### config.mk
export PLATFORM = sky130hd
export DESIGN_NAME = iem_interrupt_config
export DESIGN_NICKNAME = d
export VERILOG_FILES = /design/src/rtl/iem_pkg.sv /design/src/rtl/iem_event_bit.sv /design/src/rtl/iem_interrupt_config.sv
export SDC_FILE = /design/constraint.sdc
export NUM_CORES = 1
export LEC_CHECK = 0
export BUFFER_PORTS_ARGS = -buffer_cell sky130_fd_sc_hd__buf_4
export CAP_MARGIN = 20
export CORE_UTILIZATION = 30
export DETAILED_ROUTE_END_ITERATION = 8
export PLACE_DENSITY_LB_ADDON = 0.15
export SLEW_MARGIN = 25
export SYNTH_ARGS = -nofsm -noshare
export SYNTH_HDL_FRONTEND = slang
export SYNTH_SLANG_ARGS = --single-unit
export TNS_END_PERCENT = 50
### constraint.sdc
create_clock -name clk_sys_in -period 1.4 [get_ports clk_sys_in]
set_input_delay 0.28 -clock clk_sys_in [delete_from_list [all_inputs] [get_ports clk_sys_in]]
set_output_delay 0.28 -clock clk_sys_in [all_outputs]
set_load 0.02 [all_outputs]
### src/rtl/iem_pkg.sv
// Purpose: Shared constants for the interrupt enable and mode configuration block
// Assumes: 16-bit host register words, word-indexed addresses
// Notes:   Event bit positions match the enable and status bit positions
package iem_pkg;
    // ==========================================================
    // Register addresses (word index on the host bus)
    localparam logic [4:0]  IEM_ADDR_MASK_ONE   = 5'h00;
    localparam logic [4:0]  IEM_ADDR_CONFIG_ONE = 5'h01;
    localparam logic [4:0]  IEM_ADDR_STATUS_ONE = 5'h06;
    localparam logic [4:0]  IEM_ADDR_CONFIG_THR = 5'h07;
    localparam logic [4:0]  IEM_ADDR_STATUS_TWO = 5'h1E;

    // ==========================================================
    // Reset values
    localparam logic [15:0] IEM_MASK_ONE_RST    = 16'h0000;
    localparam logic [15:0] IEM_CONFIG_ONE_RST  = 16'h8000;
    localparam logic [15:0] IEM_CONFIG_THR_RST  = 16'h0000;
    localparam logic [15:0] IEM_STATUS_RST      = 16'h0000;

    // ==========================================================
    // Interrupt enable bit positions
    localparam int IEM_BIT_MEM_PARITY   = 14;
    localparam int IEM_BIT_TX_TIMEOUT   = 13;
    localparam int IEM_BIT_CMD_WRAP     = 12;
    localparam int IEM_BIT_MON_CMD_WRAP = 11;
    localparam int IEM_BIT_MON_DAT_WRAP = 10;
    localparam int IEM_BIT_HANDSHAKE    = 9;
    localparam int IEM_BIT_RETRY        = 8;
    localparam int IEM_BIT_ADDR_PARITY  = 7;
    localparam int IEM_BIT_STAMP_WRAP   = 6;
    localparam int IEM_BIT_RING_WRAP    = 5;
    localparam int IEM_BIT_CW_MSG_END   = 4;
    localparam int IEM_BIT_FRAME_END    = 3;
    localparam int IEM_BIT_MSG_ERROR    = 2;
    localparam int IEM_BIT_MODE_EVENT   = 1;
    localparam int IEM_BIT_MSG_END      = 0;
    localparam logic [15:0] IEM_MASK_WRITABLE = 16'h7FFF;

    // ==========================================================
    // Configuration one field positions
    localparam int IEM_CFG_ROLE_HI      = 15;
    localparam int IEM_CFG_ROLE_LO      = 14;
    localparam int IEM_CFG_MEM_SEL      = 13;
    localparam int IEM_CFG_HALT_FAULT   = 12;
    localparam logic [15:0] IEM_CFG_ENH_FIELDS = 16'h0FFF;

    // Configuration three enhanced-mode enable
    localparam int IEM_CFG3_ENHANCED    = 15;

    // Second status register: self-test done
    localparam int IEM_STAT2_SELFTEST   = 2;

    // Source selection for the mode-dependent event
    typedef enum logic [2:0] {
        IEM_SRC_CTRL    = 3'h1,
        IEM_SRC_TERM    = 3'h2,
        IEM_SRC_MONITOR = 3'h4
    } iem_src_t;
endpackage : iem_pkg

### src/rtl/iem_event_bit.sv
// Purpose: One sticky event flag with read-to-clear and interrupt gating
// Assumes: Clear pulse comes from a host read of the status register
// Notes:   A set arriving with the clear wins so no event is lost
`timescale 1ns/100ps
module iem_event_bit
(
    input  wire logic clk_sys_in,
    input  wire logic arst_n_in,
    input  wire logic event_in,
    input  wire logic clear_in,
    input  wire logic enable_in,
    output logic      flag_out,
    output logic      pending_out
);
    // ==========================================================
    // Sticky flag
    logic flag_reg;
    logic flag_next;

    // Set has priority over clear
    assign flag_next = event_in | (flag_reg & ~clear_in);

    // Flag register
    always_ff @(posedge clk_sys_in or negedge arst_n_in)
    begin
        if (!arst_n_in)
            flag_reg <= 1'b0;
        else
            flag_reg <= flag_next;
    end

    assign flag_out    = flag_reg;
    assign pending_out = flag_reg & enable_in;
endmodule : iem_event_bit

### src/rtl/iem_interrupt_config.sv
// Purpose: Interrupt enable register, first status register and legacy
//          controller configuration register for a dual-redundant terminal
// Assumes: Single-cycle host strobes synchronous to clk_sys_in
// Notes:   Event sources live outside; this block latches and gates them
//
// How it works
// - Enable one raises interrupt; zero masks it
// - Event sets status bit regardless of enable
// - Bit 14 gates memory parity error
// - Bit 13 gates transmitter timeout
// - Bit 12 gates active-role command stack wrap
// - Bit 11 gates monitor command stack wrap
// - Bit 10 gates monitor data stack wrap
// - Bit 9 gates external memory handshake failure
// - Bit 8 gates every controller retry
// - Bit 7 gates terminal address parity fail
// - Bit 6 gates time tag wraparound
// - Bit 5 gates terminal ring buffer wrap
// - Bit 4 gates control-word flagged message end
// - Bit 3 gates controller frame end
// - Bit 2 gates message error, loopback, timeout
// - Bit 1 trigger depends on operating mode
// - Bit 0 gates every message end
// - Config bit 15 resets one; bit14 zero
// - Config bit 13 selects memory location
// - Config bit 12 halts after faulty message
// - Enhanced mode needs cfg1.15 low, cfg3.15 high
// - Self-test done sets second status bit 2
`timescale 1ns/100ps
module iem_interrupt_config
#(
    parameter int EVENT_COUNT = 15
)
(
    input  wire logic        clk_sys_in,
    input  wire logic        arst_n_in,
    // Host register port
    input  wire logic [4:0]  host_addr_in,
    input  wire logic [15:0] host_wdata_in,
    input  wire logic        host_wr_in,
    input  wire logic        host_rd_in,
    output logic      [15:0] host_rdata_out,
    // Event sources
    input  wire logic        mem_parity_err_in,
    input  wire logic        transmitter_timeout_in,
    input  wire logic        cmd_stack_wrap_in,
    input  wire logic        monitor_cmd_wrap_in,
    input  wire logic        monitor_data_wrap_in,
    input  wire logic        ext_mem_handshake_fail_in,
    input  wire logic        controller_retry_in,
    input  wire logic        terminal_addr_parity_fail_in,
    input  wire logic        timestamp_wrap_in,
    input  wire logic        terminal_ring_wrap_in,
    input  wire logic        msg_end_in,
    input  wire logic        ctrlword_msg_end_flag_in,
    input  wire logic        controller_frame_end_in,
    input  wire logic        msg_error_in,
    input  wire logic        status_word_mismatch_in,
    input  wire logic        mode_command_in,
    input  wire logic        trigger_match_in,
    input  wire logic        selftest_done_in,
    input  wire logic        retry_success_in,
    // Outputs
    output logic             irq_out,
    output logic             role_select_hi_out,
    output logic             role_select_lo_out,
    output logic             memory_location_sel_out,
    output logic             halt_after_faulty_msg_out,
    output logic             enhanced_mode_out,
    output logic             controller_halt_out
);
    // ==========================================================
    // Registers
    logic [15:0] mask_one_reg;
    logic [15:0] config_one_reg;
    logic [15:0] config_thr_reg;
    logic        selftest_done_flag_reg;
    logic [15:0] rdata_reg;
    logic        irq_reg;
    logic        halt_reg;

    // ==========================================================
    // Address decode
    wire wr_mask   = host_wr_in & (host_addr_in == iem_pkg::IEM_ADDR_MASK_ONE);
    wire wr_cfg1   = host_wr_in & (host_addr_in == iem_pkg::IEM_ADDR_CONFIG_ONE);
    wire wr_cfg3   = host_wr_in & (host_addr_in == iem_pkg::IEM_ADDR_CONFIG_THR);
    wire rd_stat1  = host_rd_in & (host_addr_in == iem_pkg::IEM_ADDR_STATUS_ONE);
    wire rd_stat2  = host_rd_in & (host_addr_in == iem_pkg::IEM_ADDR_STATUS_TWO);

    // ==========================================================
    // Mode decode: controller when role bit high is clear
    wire ctrl_mode = ~config_one_reg[iem_pkg::IEM_CFG_ROLE_HI];
    wire enh_mode  = ctrl_mode & config_thr_reg[iem_pkg::IEM_CFG3_ENHANCED];
    wire term_mode = config_one_reg[iem_pkg::IEM_CFG_ROLE_HI] & ~config_one_reg[iem_pkg::IEM_CFG_ROLE_LO];
    wire mon_mode  = config_one_reg[iem_pkg::IEM_CFG_ROLE_HI] & config_one_reg[iem_pkg::IEM_CFG_ROLE_LO];

    // Mode-dependent event: one source per operating role
    wire mode_event = (ctrl_mode & status_word_mismatch_in)
                    | (term_mode & mode_command_in)
                    | (mon_mode  & trigger_match_in);

    // Event vector: bit index matches enable index
    wire [14:0] events;
    assign events[iem_pkg::IEM_BIT_MEM_PARITY]   = mem_parity_err_in;
    assign events[iem_pkg::IEM_BIT_TX_TIMEOUT]   = transmitter_timeout_in;
    assign events[iem_pkg::IEM_BIT_CMD_WRAP]     = cmd_stack_wrap_in;
    assign events[iem_pkg::IEM_BIT_MON_CMD_WRAP] = monitor_cmd_wrap_in;
    assign events[iem_pkg::IEM_BIT_MON_DAT_WRAP] = monitor_data_wrap_in;
    assign events[iem_pkg::IEM_BIT_HANDSHAKE]    = ext_mem_handshake_fail_in;
    assign events[iem_pkg::IEM_BIT_RETRY]        = controller_retry_in;
    assign events[iem_pkg::IEM_BIT_ADDR_PARITY]  = terminal_addr_parity_fail_in;
    assign events[iem_pkg::IEM_BIT_STAMP_WRAP]   = timestamp_wrap_in;
    assign events[iem_pkg::IEM_BIT_RING_WRAP]    = terminal_ring_wrap_in;
    assign events[iem_pkg::IEM_BIT_CW_MSG_END]   = msg_end_in & ctrlword_msg_end_flag_in;
    assign events[iem_pkg::IEM_BIT_FRAME_END]    = controller_frame_end_in;
    assign events[iem_pkg::IEM_BIT_MSG_ERROR]    = msg_error_in;
    assign events[iem_pkg::IEM_BIT_MODE_EVENT]   = mode_event;
    assign events[iem_pkg::IEM_BIT_MSG_END]      = msg_end_in;

    // ==========================================================
    // Per-event sticky flags; status is set whatever the enable
    wire [14:0] status_flags;
    wire [14:0] pending;
    genvar g;
    generate
        for (g = 0; g < EVENT_COUNT; g++)
        begin : g_evt
            iem_event_bit i_iem_event_bit
            (
                .clk_sys_in  (clk_sys_in),
                .arst_n_in   (arst_n_in),
                .event_in    (events[g]),
                .clear_in    (rd_stat1),
                .enable_in   (mask_one_reg[g]),
                .flag_out    (status_flags[g]),
                .pending_out (pending[g])
            );
        end
    endgenerate

    wire [15:0] status_one = {1'b0, status_flags};
    wire [15:0] status_two = {13'h0000, selftest_done_flag_reg, 2'h0};

    // ==========================================================
    // Read mux; unmapped addresses read zero
    logic [15:0] rdata_next;
    always_comb
    begin
        unique case (host_addr_in)
            iem_pkg::IEM_ADDR_MASK_ONE:   rdata_next = mask_one_reg;
            iem_pkg::IEM_ADDR_CONFIG_ONE: rdata_next = config_one_reg;
            iem_pkg::IEM_ADDR_CONFIG_THR: rdata_next = config_thr_reg;
            iem_pkg::IEM_ADDR_STATUS_ONE: rdata_next = status_one;
            iem_pkg::IEM_ADDR_STATUS_TWO: rdata_next = status_two;
            default:                      rdata_next = 16'h0000;
        endcase
    end

    // Config write: mode bit 14 forced clear in controller mode
    wire [15:0] cfg1_wr = host_wdata_in;
    wire        cfg1_wr_ctrl = ~cfg1_wr[iem_pkg::IEM_CFG_ROLE_HI];
    wire [15:0] cfg1_next = cfg1_wr_ctrl
                          ? (cfg1_wr & ~(16'h0001 << iem_pkg::IEM_CFG_ROLE_LO))
                          : cfg1_wr;

    // Reserved mask bit 15 stays zero; host keeps bit 14 low on 4K parts
    wire [15:0] mask_next = host_wdata_in & iem_pkg::IEM_MASK_WRITABLE;

    // ==========================================================
    // Host-writable registers
    always_ff @(posedge clk_sys_in or negedge arst_n_in)
    begin
        if (!arst_n_in)
        begin
            mask_one_reg   <= iem_pkg::IEM_MASK_ONE_RST;
            config_one_reg <= iem_pkg::IEM_CONFIG_ONE_RST;
            config_thr_reg <= iem_pkg::IEM_CONFIG_THR_RST;
        end
        else
        begin
            if (wr_mask)
                mask_one_reg <= mask_next;
            if (wr_cfg1)
                config_one_reg <= cfg1_next;
            if (wr_cfg3)
                config_thr_reg <= host_wdata_in;
        end
    end

    // Self-test flag: set wins over read clear
    always_ff @(posedge clk_sys_in or negedge arst_n_in)
    begin
        if (!arst_n_in)
            selftest_done_flag_reg <= 1'b0;
        else
            selftest_done_flag_reg <= selftest_done_in | (selftest_done_flag_reg & ~rd_stat2);
    end

    // ==========================================================
    // Halt request: faulty message with no successful retry
    wire halt_set = ctrl_mode & config_one_reg[iem_pkg::IEM_CFG_HALT_FAULT]
                  & msg_end_in & msg_error_in & ~retry_success_in;
    wire halt_clr = wr_cfg1 | ~ctrl_mode;

    // Output registers so every port comes from a flip-flop
    always_ff @(posedge clk_sys_in or negedge arst_n_in)
    begin
        if (!arst_n_in)
        begin
            rdata_reg <= 16'h0000;
            irq_reg   <= 1'b0;
            halt_reg  <= 1'b0;
        end
        else
        begin
            rdata_reg <= rdata_next;
            irq_reg   <= |pending;
            halt_reg  <= halt_set | (halt_reg & ~halt_clr);
        end
    end

    // ==========================================================
    // Port drive; config bits are register bits directly
    assign host_rdata_out            = rdata_reg;
    assign irq_out                   = irq_reg;
    assign controller_halt_out       = halt_reg;
    assign role_select_hi_out        = config_one_reg[iem_pkg::IEM_CFG_ROLE_HI];
    assign role_select_lo_out        = config_one_reg[iem_pkg::IEM_CFG_ROLE_LO];
    assign memory_location_sel_out   = config_one_reg[iem_pkg::IEM_CFG_MEM_SEL];
    assign halt_after_faulty_msg_out = config_one_reg[iem_pkg::IEM_CFG_HALT_FAULT];

    // Enhanced mode flag registered for a clean output
    logic enh_reg;
    always_ff @(posedge clk_sys_in or negedge arst_n_in)
    begin
        if (!arst_n_in)
            enh_reg <= 1'b0;
        else
            enh_reg <= enh_mode;
    end
    assign enhanced_mode_out = enh_reg;
endmodule : iem_interrupt_config

Word-level counts from Yosys, hierarchy flattened
Cells that the tools add are included.
{ "totals": {"ff_bits": 82, "latch_bits": 0, "mem_bits_rw": 0, "rom_bits": 0, "out_inout_bits": 23, "memories": 0} }
{ "classes": {"addsub": 0, "multipliers": 0, "n_div": 0, "magnitude_cmp": 0, "eq_ne": 4, "shifts": 0, "n_mux": 2, "bitwise_logic": 74, "n_reduce_logical": 2} }
{ "op_table": {"columns": ["operator", "count"], "rows": [
  ["$pmux 16 s5", 1],
  ["$and 1x1->1", 48],
  ["$or 1x1->1", 20],
  ["$mux 16", 1],
  ["$reduce_or 15->1", 1],
  ["$eq 5x3->1 const B", 2],
  ["$not 1->1", 6],
  ["$eq 5x1->1 const B", 1],
  ["$eq 5x5->1 const B", 1],
  ["$logic_not 5->1", 1]
]} }

Longest topological paths before layout
Gate-level depths: netlist (run 1).
{ "depth": {"depth_word": 6, "ltp_mapped": 6, "mapped_depth_nobuf": 3} }

Modules after synthesis
From an unflattened synthesis (run 1), not the netlist that was laid out.
{ "hier_totals": {"hier_cells": 265, "hier_area_um2": 3502.1} }
{ "by_module_without_submodules": {"columns": ["module", "instances", "cells_per_inst", "area_per_inst_um2", "seq_area_each_um2"], "rows": [
  ["iem_interrupt_config", 1, 205, 2864.0, 1677.9],
  ["iem_event_bit", 15, 4, 42.5, 25.0]
]} }

Least setup slack after synthesis (run 1)
No wires, ideal clock.
{ "synth_path": {"kind": "input to register", "startpoint": "input host_addr_in[1]", "endpoint": "register config_one_reg[0]", "setup_ns": 0.125, "arrival_ns": 1.499, "t_required_ns": 1.275, "slack_ns": -0.223, "stages": 6, "n_path_buf": 3, "cell_sequence": "buf_6 > nor4_4 > and3_1 > buf_6 > buf_8 > mux2_2"} }
{ "synth_between": {"elab_chain_cells": 2} }
{ "synth_lines": {"columns": ["element", "line", "rtl"], "rows": [
  ["start, declared", "iem_interrupt_config.sv:38", "input wire logic [4:0] host_addr_in,"],
  ["$eq 5x1->1", "iem_interrupt_config.sv:85", "wire wr_cfg1 = host_wr_in & (host_addr_in == iem_pkg::IEM_ADDR_CONFIG_ONE);"],
  ["$and 1x1->1", "iem_interrupt_config.sv:85", null],
  ["end signal, assigned", "iem_interrupt_config.sv:176", "config_one_reg <= iem_pkg::IEM_CONFIG_ONE_RST;"],
  ["end signal, assigned", "iem_interrupt_config.sv:184", "config_one_reg <= cfg1_next;"],
  ["end, declared", "iem_interrupt_config.sv:75", "logic [15:0] config_one_reg;"]
]} }
No other way between the ends.
A chain may end at the register's enable or synchronous reset.

Worst setup path in the final report (run 1)
{ "layout_path": {"startpoint": "register g_evt[7].i_iem_event_bit.flag_reg", "endpoint": "register irq_reg (netlist: irq_out)"} }
{ "layout_between": {"elab_chain_cells": 2} }
{ "layout_lines": {"columns": ["element", "line", "rtl"], "rows": [
  ["start, declared", "iem_event_bit.sv:17", "logic flag_reg;"],
  ["start signal, assigned", "iem_event_bit.sv:29", "flag_reg <= flag_next;"],
  ["$and 1x1->1", "iem_event_bit.sv:33", "assign pending_out = flag_reg & enable_in;"],
  ["$reduce_or 15->1", "iem_interrupt_config.sv:217", "irq_reg <= |pending;"],
  ["end signal, assigned", "iem_interrupt_config.sv:217", null],
  ["end, declared", "iem_interrupt_config.sv:79", "logic irq_reg;"]
]} }
No other way between the ends.

==> results of run 1 <==
## cell type report
cell class | instances | area (um^2) | area share
clock buffers | 11 | 243 | 0.0525
clock inverters | 1 | 5.00 | 0.00108
inverters | 1 | 3.75 | 0.000812
multi-input cells | 157 | 1360 | 0.295
flip-flops and latches | 82 | 2050 | 0.444
well taps | 143 | 179 | 0.0387
repair buffers | 93 | 776 | 0.168
## placed cells by master, fill, tap and decap left out, types with 4 or more instances in the layout
cell type | Yosys | routed
nand3_1 | 20 | 19
a221o_1 | 14 | 14
dfrtp_1 | 81 | 81
a21o_1 | 15 | 15
buf_4 | 2 | 86
a21oi_1 | 15 | 15
buf_12 | 0 | 6
mux2_2 | 46 | 36
nand3b_1 | 14 | 14
a22oi_1 | 4 | 4
mux2_4 | 0 | 10
clkbuf_16 | 0 | 9
## power breakdown
| group | internal (mW) | switching (mW) |
|---|---|---|
| Combinational | 0.515 | 0.379 |
| Clock | 1.21 | 0.855 |
| Sequential | 2.68 | 0.195 |
## repair_timing
item | in CTS | in global routing
setup endpoints to repair | 1 | 1
cloned | 0 | 0
gates resized for setup | 0 | 0
setup buffers | 1 | 0
hold buffers | 1 | 0
pin swaps | 0 | 2
endpoints found under the hold margin | 21 | 0
## kinds of logic (layout without fill, tap and decap cells)
logic type,count (synthesis),after routing,share of synthesized area
simple gates,54,54,0.104
compound gates,54,54,0.117
flops,82,82,0.587
buf+inv,19,106,0.0351
mux,49,49,0.157
## worst paths after layout
path                                                        startpoint                                     endpoint  slack (ps)
max                        g_evt[7].i_iem_event_bit.flag_out$_DFF_PN0_                            irq_out$_DFF_PN0_          30
max reg2reg                g_evt[7].i_iem_event_bit.flag_out$_DFF_PN0_                            irq_out$_DFF_PN0_          30
min in group asynchronous                                    arst_n_in                  host_rdata_out[7]$_DFF_PN0_         400
min reg2reg                           selftest_done_flag_reg$_DFF_PN0_             selftest_done_flag_reg$_DFF_PN0_         480
max in group asynchronous                                    arst_n_in                 mask_one_reg[10]$_DFFE_PN0P_         510
min                                            controller_frame_end_in  g_evt[3].i_iem_event_bit.flag_out$_DFF_PN0_         120
## critical path, cell delays in order (launching register included)
cell and delay [ps]:
dfrtp_1 380, a222oi_1 500, and3_1 230, nand4_1 110
## through the flow
stage / instance area (um^2) / util
finish: 4620 / 0.407
CTS: 4620 / 0.407
global placement: 4360 / 0.383
global route: 4620 / 0.407
detailed placement: 4360 / 0.383
floorplan: 3550 / -
## metal layers
metal | up-vias | share of wire | global-route usage
met1 | 1223 | 0.48 | 0.220
met3 | 8 | 0.048 | 0.0373
met2 | 56 | 0.46 | 0.238
met5 | - | 0 | 0
met4 | 0 | 0.011 | 0.0571
li1 | 1140 | - | -
==> results.yml, run 1 <==
logic_synthesis:
  synth_top_area_share: 0.580
  post-synth-top-count-cell: "dfrtp_1"
  synth_common_cells: "dfrtp_1, mux2_2, nand3_1, a21o_1, a21oi_1"
  synth_warnings: 0
  synth.avg_cell_area_um2: 13.6
  synthFlopType: "dfrtp_1"
  seq_area_frac_synth: 0.587
  yosysTopAreaCell: "dfrtp_1"
  synthCells: 258
  synth_nets: 302
  yosys.cell_types.count: 37
  synth-edff-count: 0
  postSynth.asyncResetShare: 1.00
  synth_seq_cells: 82
  syn_area_um2: 3500
  synth_area_leaders: "dfrtp_1, mux2_2, a221o_1"
cts:
  cts_sinks: 82
  cts_tree: "yes"
  cts.path.max_buffers: 2
  clk_pin_slew_ps: 60
  cts.root.buffer_cell: "clkbuf_16"
  clk_latency_ps: 330
  numCtsBuffers: 9
  h-tree-depth: 3
cells_and_area:
  drive_gt1_frac: 0.446
  nFillCells: 1097
  diodes: 0
  syn_to_final_growth_pct: 32.2
  fin_nets: 388
  final_cells: 488
place:
  gp_congestion: 0.712
  placed_cells: 474
  dpl.hpwl_um: 6060
  pre_cts_ws_ps: -254
  port_buffers: 66
sta:
  finalCritPeriodShare: 0.981
  hold_viol_final: 0
  finalSetupViolations: 0
  finClkSkew_ps: 4.50
  worst_pin_slew_ps: 490
  whs_ps: 122
  worst_slack_ps: 26.7
  tns_ps: 0
  maxSlewHeadroom: 0.674
  slew_violations: 0
  fin_crit_ps: 1370
  rsz0062_at_grt: "yes"
  fmaxAchievable_ghz: 0.728
floorplan:
  core_area_um2: 11400
  die_h_um: 110
  initial_utilization: 0.308
  io_pins: 67
  die-area_um2: 12100
  fp-row-count: 39
  floorplan.die.width_um: 110
power:
  worst_ir_drop_vdd_v: 0.000459
  powerDensity_nw_per_um2: 1260
  total_power_mw: 5.83
  p_leak_nw: 2.10
grt:
  grt_usage: 0.158
  grt_pass1_vias: 2510
  grt_pass1_wl_um: 13500
  antenna_found_initial: 0
  grt_overflow: 0
  grt_max_degree: 34
detailed_routing:
  drcViolationCount: 0
  postRouteAntennaNets: 0
  num_vias: 2427
  firstDrtPassIters: 4
  wl_um: 8620
  viasPerCell: 4.97
  post_drt_wl_per_cell_um: 17.7
  drtIter0Drc: 113
worst_setup_path:
  critPathCaptureType: "flop"
  arrival_ps: 1560
  crit_path_max_fanout: 2
  r2r_cells: 3
  required_ps: 1580
  path_class: "reg -> reg"
  critPathLaunchType: "flop"
flow_run:
  maxCapViolations: 0
min_path:
  hold_depth: 2
  min_path_type: "in -> reg"
outcome:
  status: "completed"
Note: power is estimated with default switching activity, not from simulation.
==> run 2, diff against run 1 <==
clock period = 1.2 ns   (was 1.4 ns; I/O delays follow)
==> results.yml, run 2 (synthesis gave the netlist of run 1 again) <==
floorplan:
  die_h_um: 110
  fp-row-count: 39
  core_area_um2: 11400
  die-area_um2: 12100
  floorplan.die.width_um: 110
  io_pins: 67
  initial_utilization: 0.308
outcome:
  failed_checks: "setup timing"
  status: "finished with violations"
sta:
  worst_slack_ps: -129
  maxSlewHeadroom: 0.728
  slew_violations: 0
  finalSetupViolations: 2
  finClkSkew_ps: 7.57
  rsz0062_at_grt: "yes"
  whs_ps: 79.1
  hold_viol_final: 0
  fin_crit_ps: 1330
  finalCritPeriodShare: 1.11
  worst_pin_slew_ps: 407
  tns_ps: -153
  fmaxAchievable_ghz: 0.752
grt:
  grt_usage: 0.161
  grt_pass1_wl_um: 14000
  grt_pass1_vias: 2558
  grt_overflow: 0
  grt_max_degree: 35
  antenna_found_initial: 0
detailed_routing:
  viasPerCell: 5.00
  wl_um: 9110
  firstDrtPassIters: 4
  drcViolationCount: 0
  drtIter0Drc: 99
  postRouteAntennaNets: 0
  num_vias: 2497
  post_drt_wl_per_cell_um: 18.3
cells_and_area:
  diodes: 0
  final_cell_mix: "buf_4, dfrtp_1, mux2_2"
  fin_area_um2: 4790
  syn_to_final_growth_pct: 37.1
  utilization: 0.422
  drive_gt1_frac: 0.480
  fin_nets: 396
  final_cells: 499
  layout_commonest_cell: "buf_4"
flow_run:
  maxCapViolations: 0
worst_setup_path:
  path_class: "reg -> reg"
  regToRegStartpoint: "mask_one_reg[7]$_DFFE_PN0P_"
  r2r_cells: 3
  worst-r2r-setup-slack_ps: -130
  crit_path_max_fanout: 2
  arrival_ps: 1510
  critPathCaptureType: "flop"
  critPathLaunchType: "flop"
  endpoint: "irq_out$_DFF_PN0_"
  timing.rr.end: "irq_out$_DFF_PN0_"
  setup.worst_path.start: "mask_one_reg[7]$_DFFE_PN0P_"
  required_ps: 1380
place:
  gp_congestion: 0.741
  place_area_um2: 4420
  dpl.hpwl_um: 6240
  pre_cts_ws_ps: -417
  port_buffers: 66
  placed_cells: 479
cts:
  numCtsBuffers: 9
  cts.path.max_buffers: 2
  cts.root.buffer_cell: "clkbuf_16"
  cts_tree: "yes"
  cts_sinks: 82
  h-tree-depth: 3
  clk_latency_ps: 330
  clk_pin_slew_ps: 60
min_path:
  min_path_type: "in -> reg"
power:
  powerDensity_nw_per_um2: 1440
  total_power_mw: 6.91
  p_leak_nw: 2.18
  worst_ir_drop_vdd_v: 0.000932
run 2: cell types whose count changed in the layout (fill, tap and decap cells not counted), moves of 2 or more:
| cell | change |
|---|---|
| buf_6 | +5 |
| buf_4 | -2 |
| buf_12 | +2 |
| clkinv_2 | +3 |
| clkinvlp_4 | +2 |
run 2: cell type report:
type	count	area (um^2)
Sequential cell	82	2050
Fill cell	1089	6580
Multi-Input combinational cell	157	1390
Clock buffer	9	225
Timing Repair Buffer	101	902
Clock inverter	6	35.0
Tap cell	143	179
Inverter	1	3.75
run 2: routing by layer:
metal | vias to the layer above | global-route usage | routed length (um)
li1 | 1150 | - | -
met1 | 1263 | 0.215 | 4270
met2 | 74 | 0.256 | 4330
met3 | 10 | 0.0356 | 415
met4 | 0 | 0.0562 | 102
met5 | - | 0 | 0
run 2: critical path, cell delays in order, from the launching register on:
cell and delay (ps):
dfrtp_1 400, a222oi_1 430, and3_1 220, nand4_1 130
run 2: how the worst min path moves through the flow:
stage,start,to,slack (ps),depth (start not counted)
2_1_floorplan,arst_n_in,config_one_reg[0]$_DFFE_PN0P_,-60,0
3_3_place_gp,arst_n_in,host_rdata_out[7]$_DFF_PN0_,140,1
3_5_place_dp,arst_n_in,host_rdata_out[7]$_DFF_PN0_,140,1
4_1_cts,cmd_stack_wrap_in,g_evt[12].i_iem_event_bit.flag_out$_DFF_PN0_,70,2
5_1_grt,controller_frame_end_in,g_evt[3].i_iem_event_bit.flag_out$_DFF_PN0_,70,2
6_report,mem_parity_err_in,g_evt[14].i_iem_event_bit.flag_out$_DFF_PN0_,80,2
run 2: power breakdown:
| group | switching, mW | total (mW) | internal, mW |
|---|---|---|---|
| Clock | 1.07 | 2.44 | 1.37 |
| Sequential | 0.244 | 3.37 | 3.12 |
| Combinational | 0.453 | 1.10 | 0.649 |
| Total | 1.76 | 6.91 | 5.14 |
run 2: timing repair:
item	4_1_cts	5_1_grt
pin swaps	1	3
setup endpoints to repair	24	47
buffers inserted	1	1
hold endpoints to repair	16	0
gates resized for setup	4	12
cloned	0	2
hold buffers	1	0
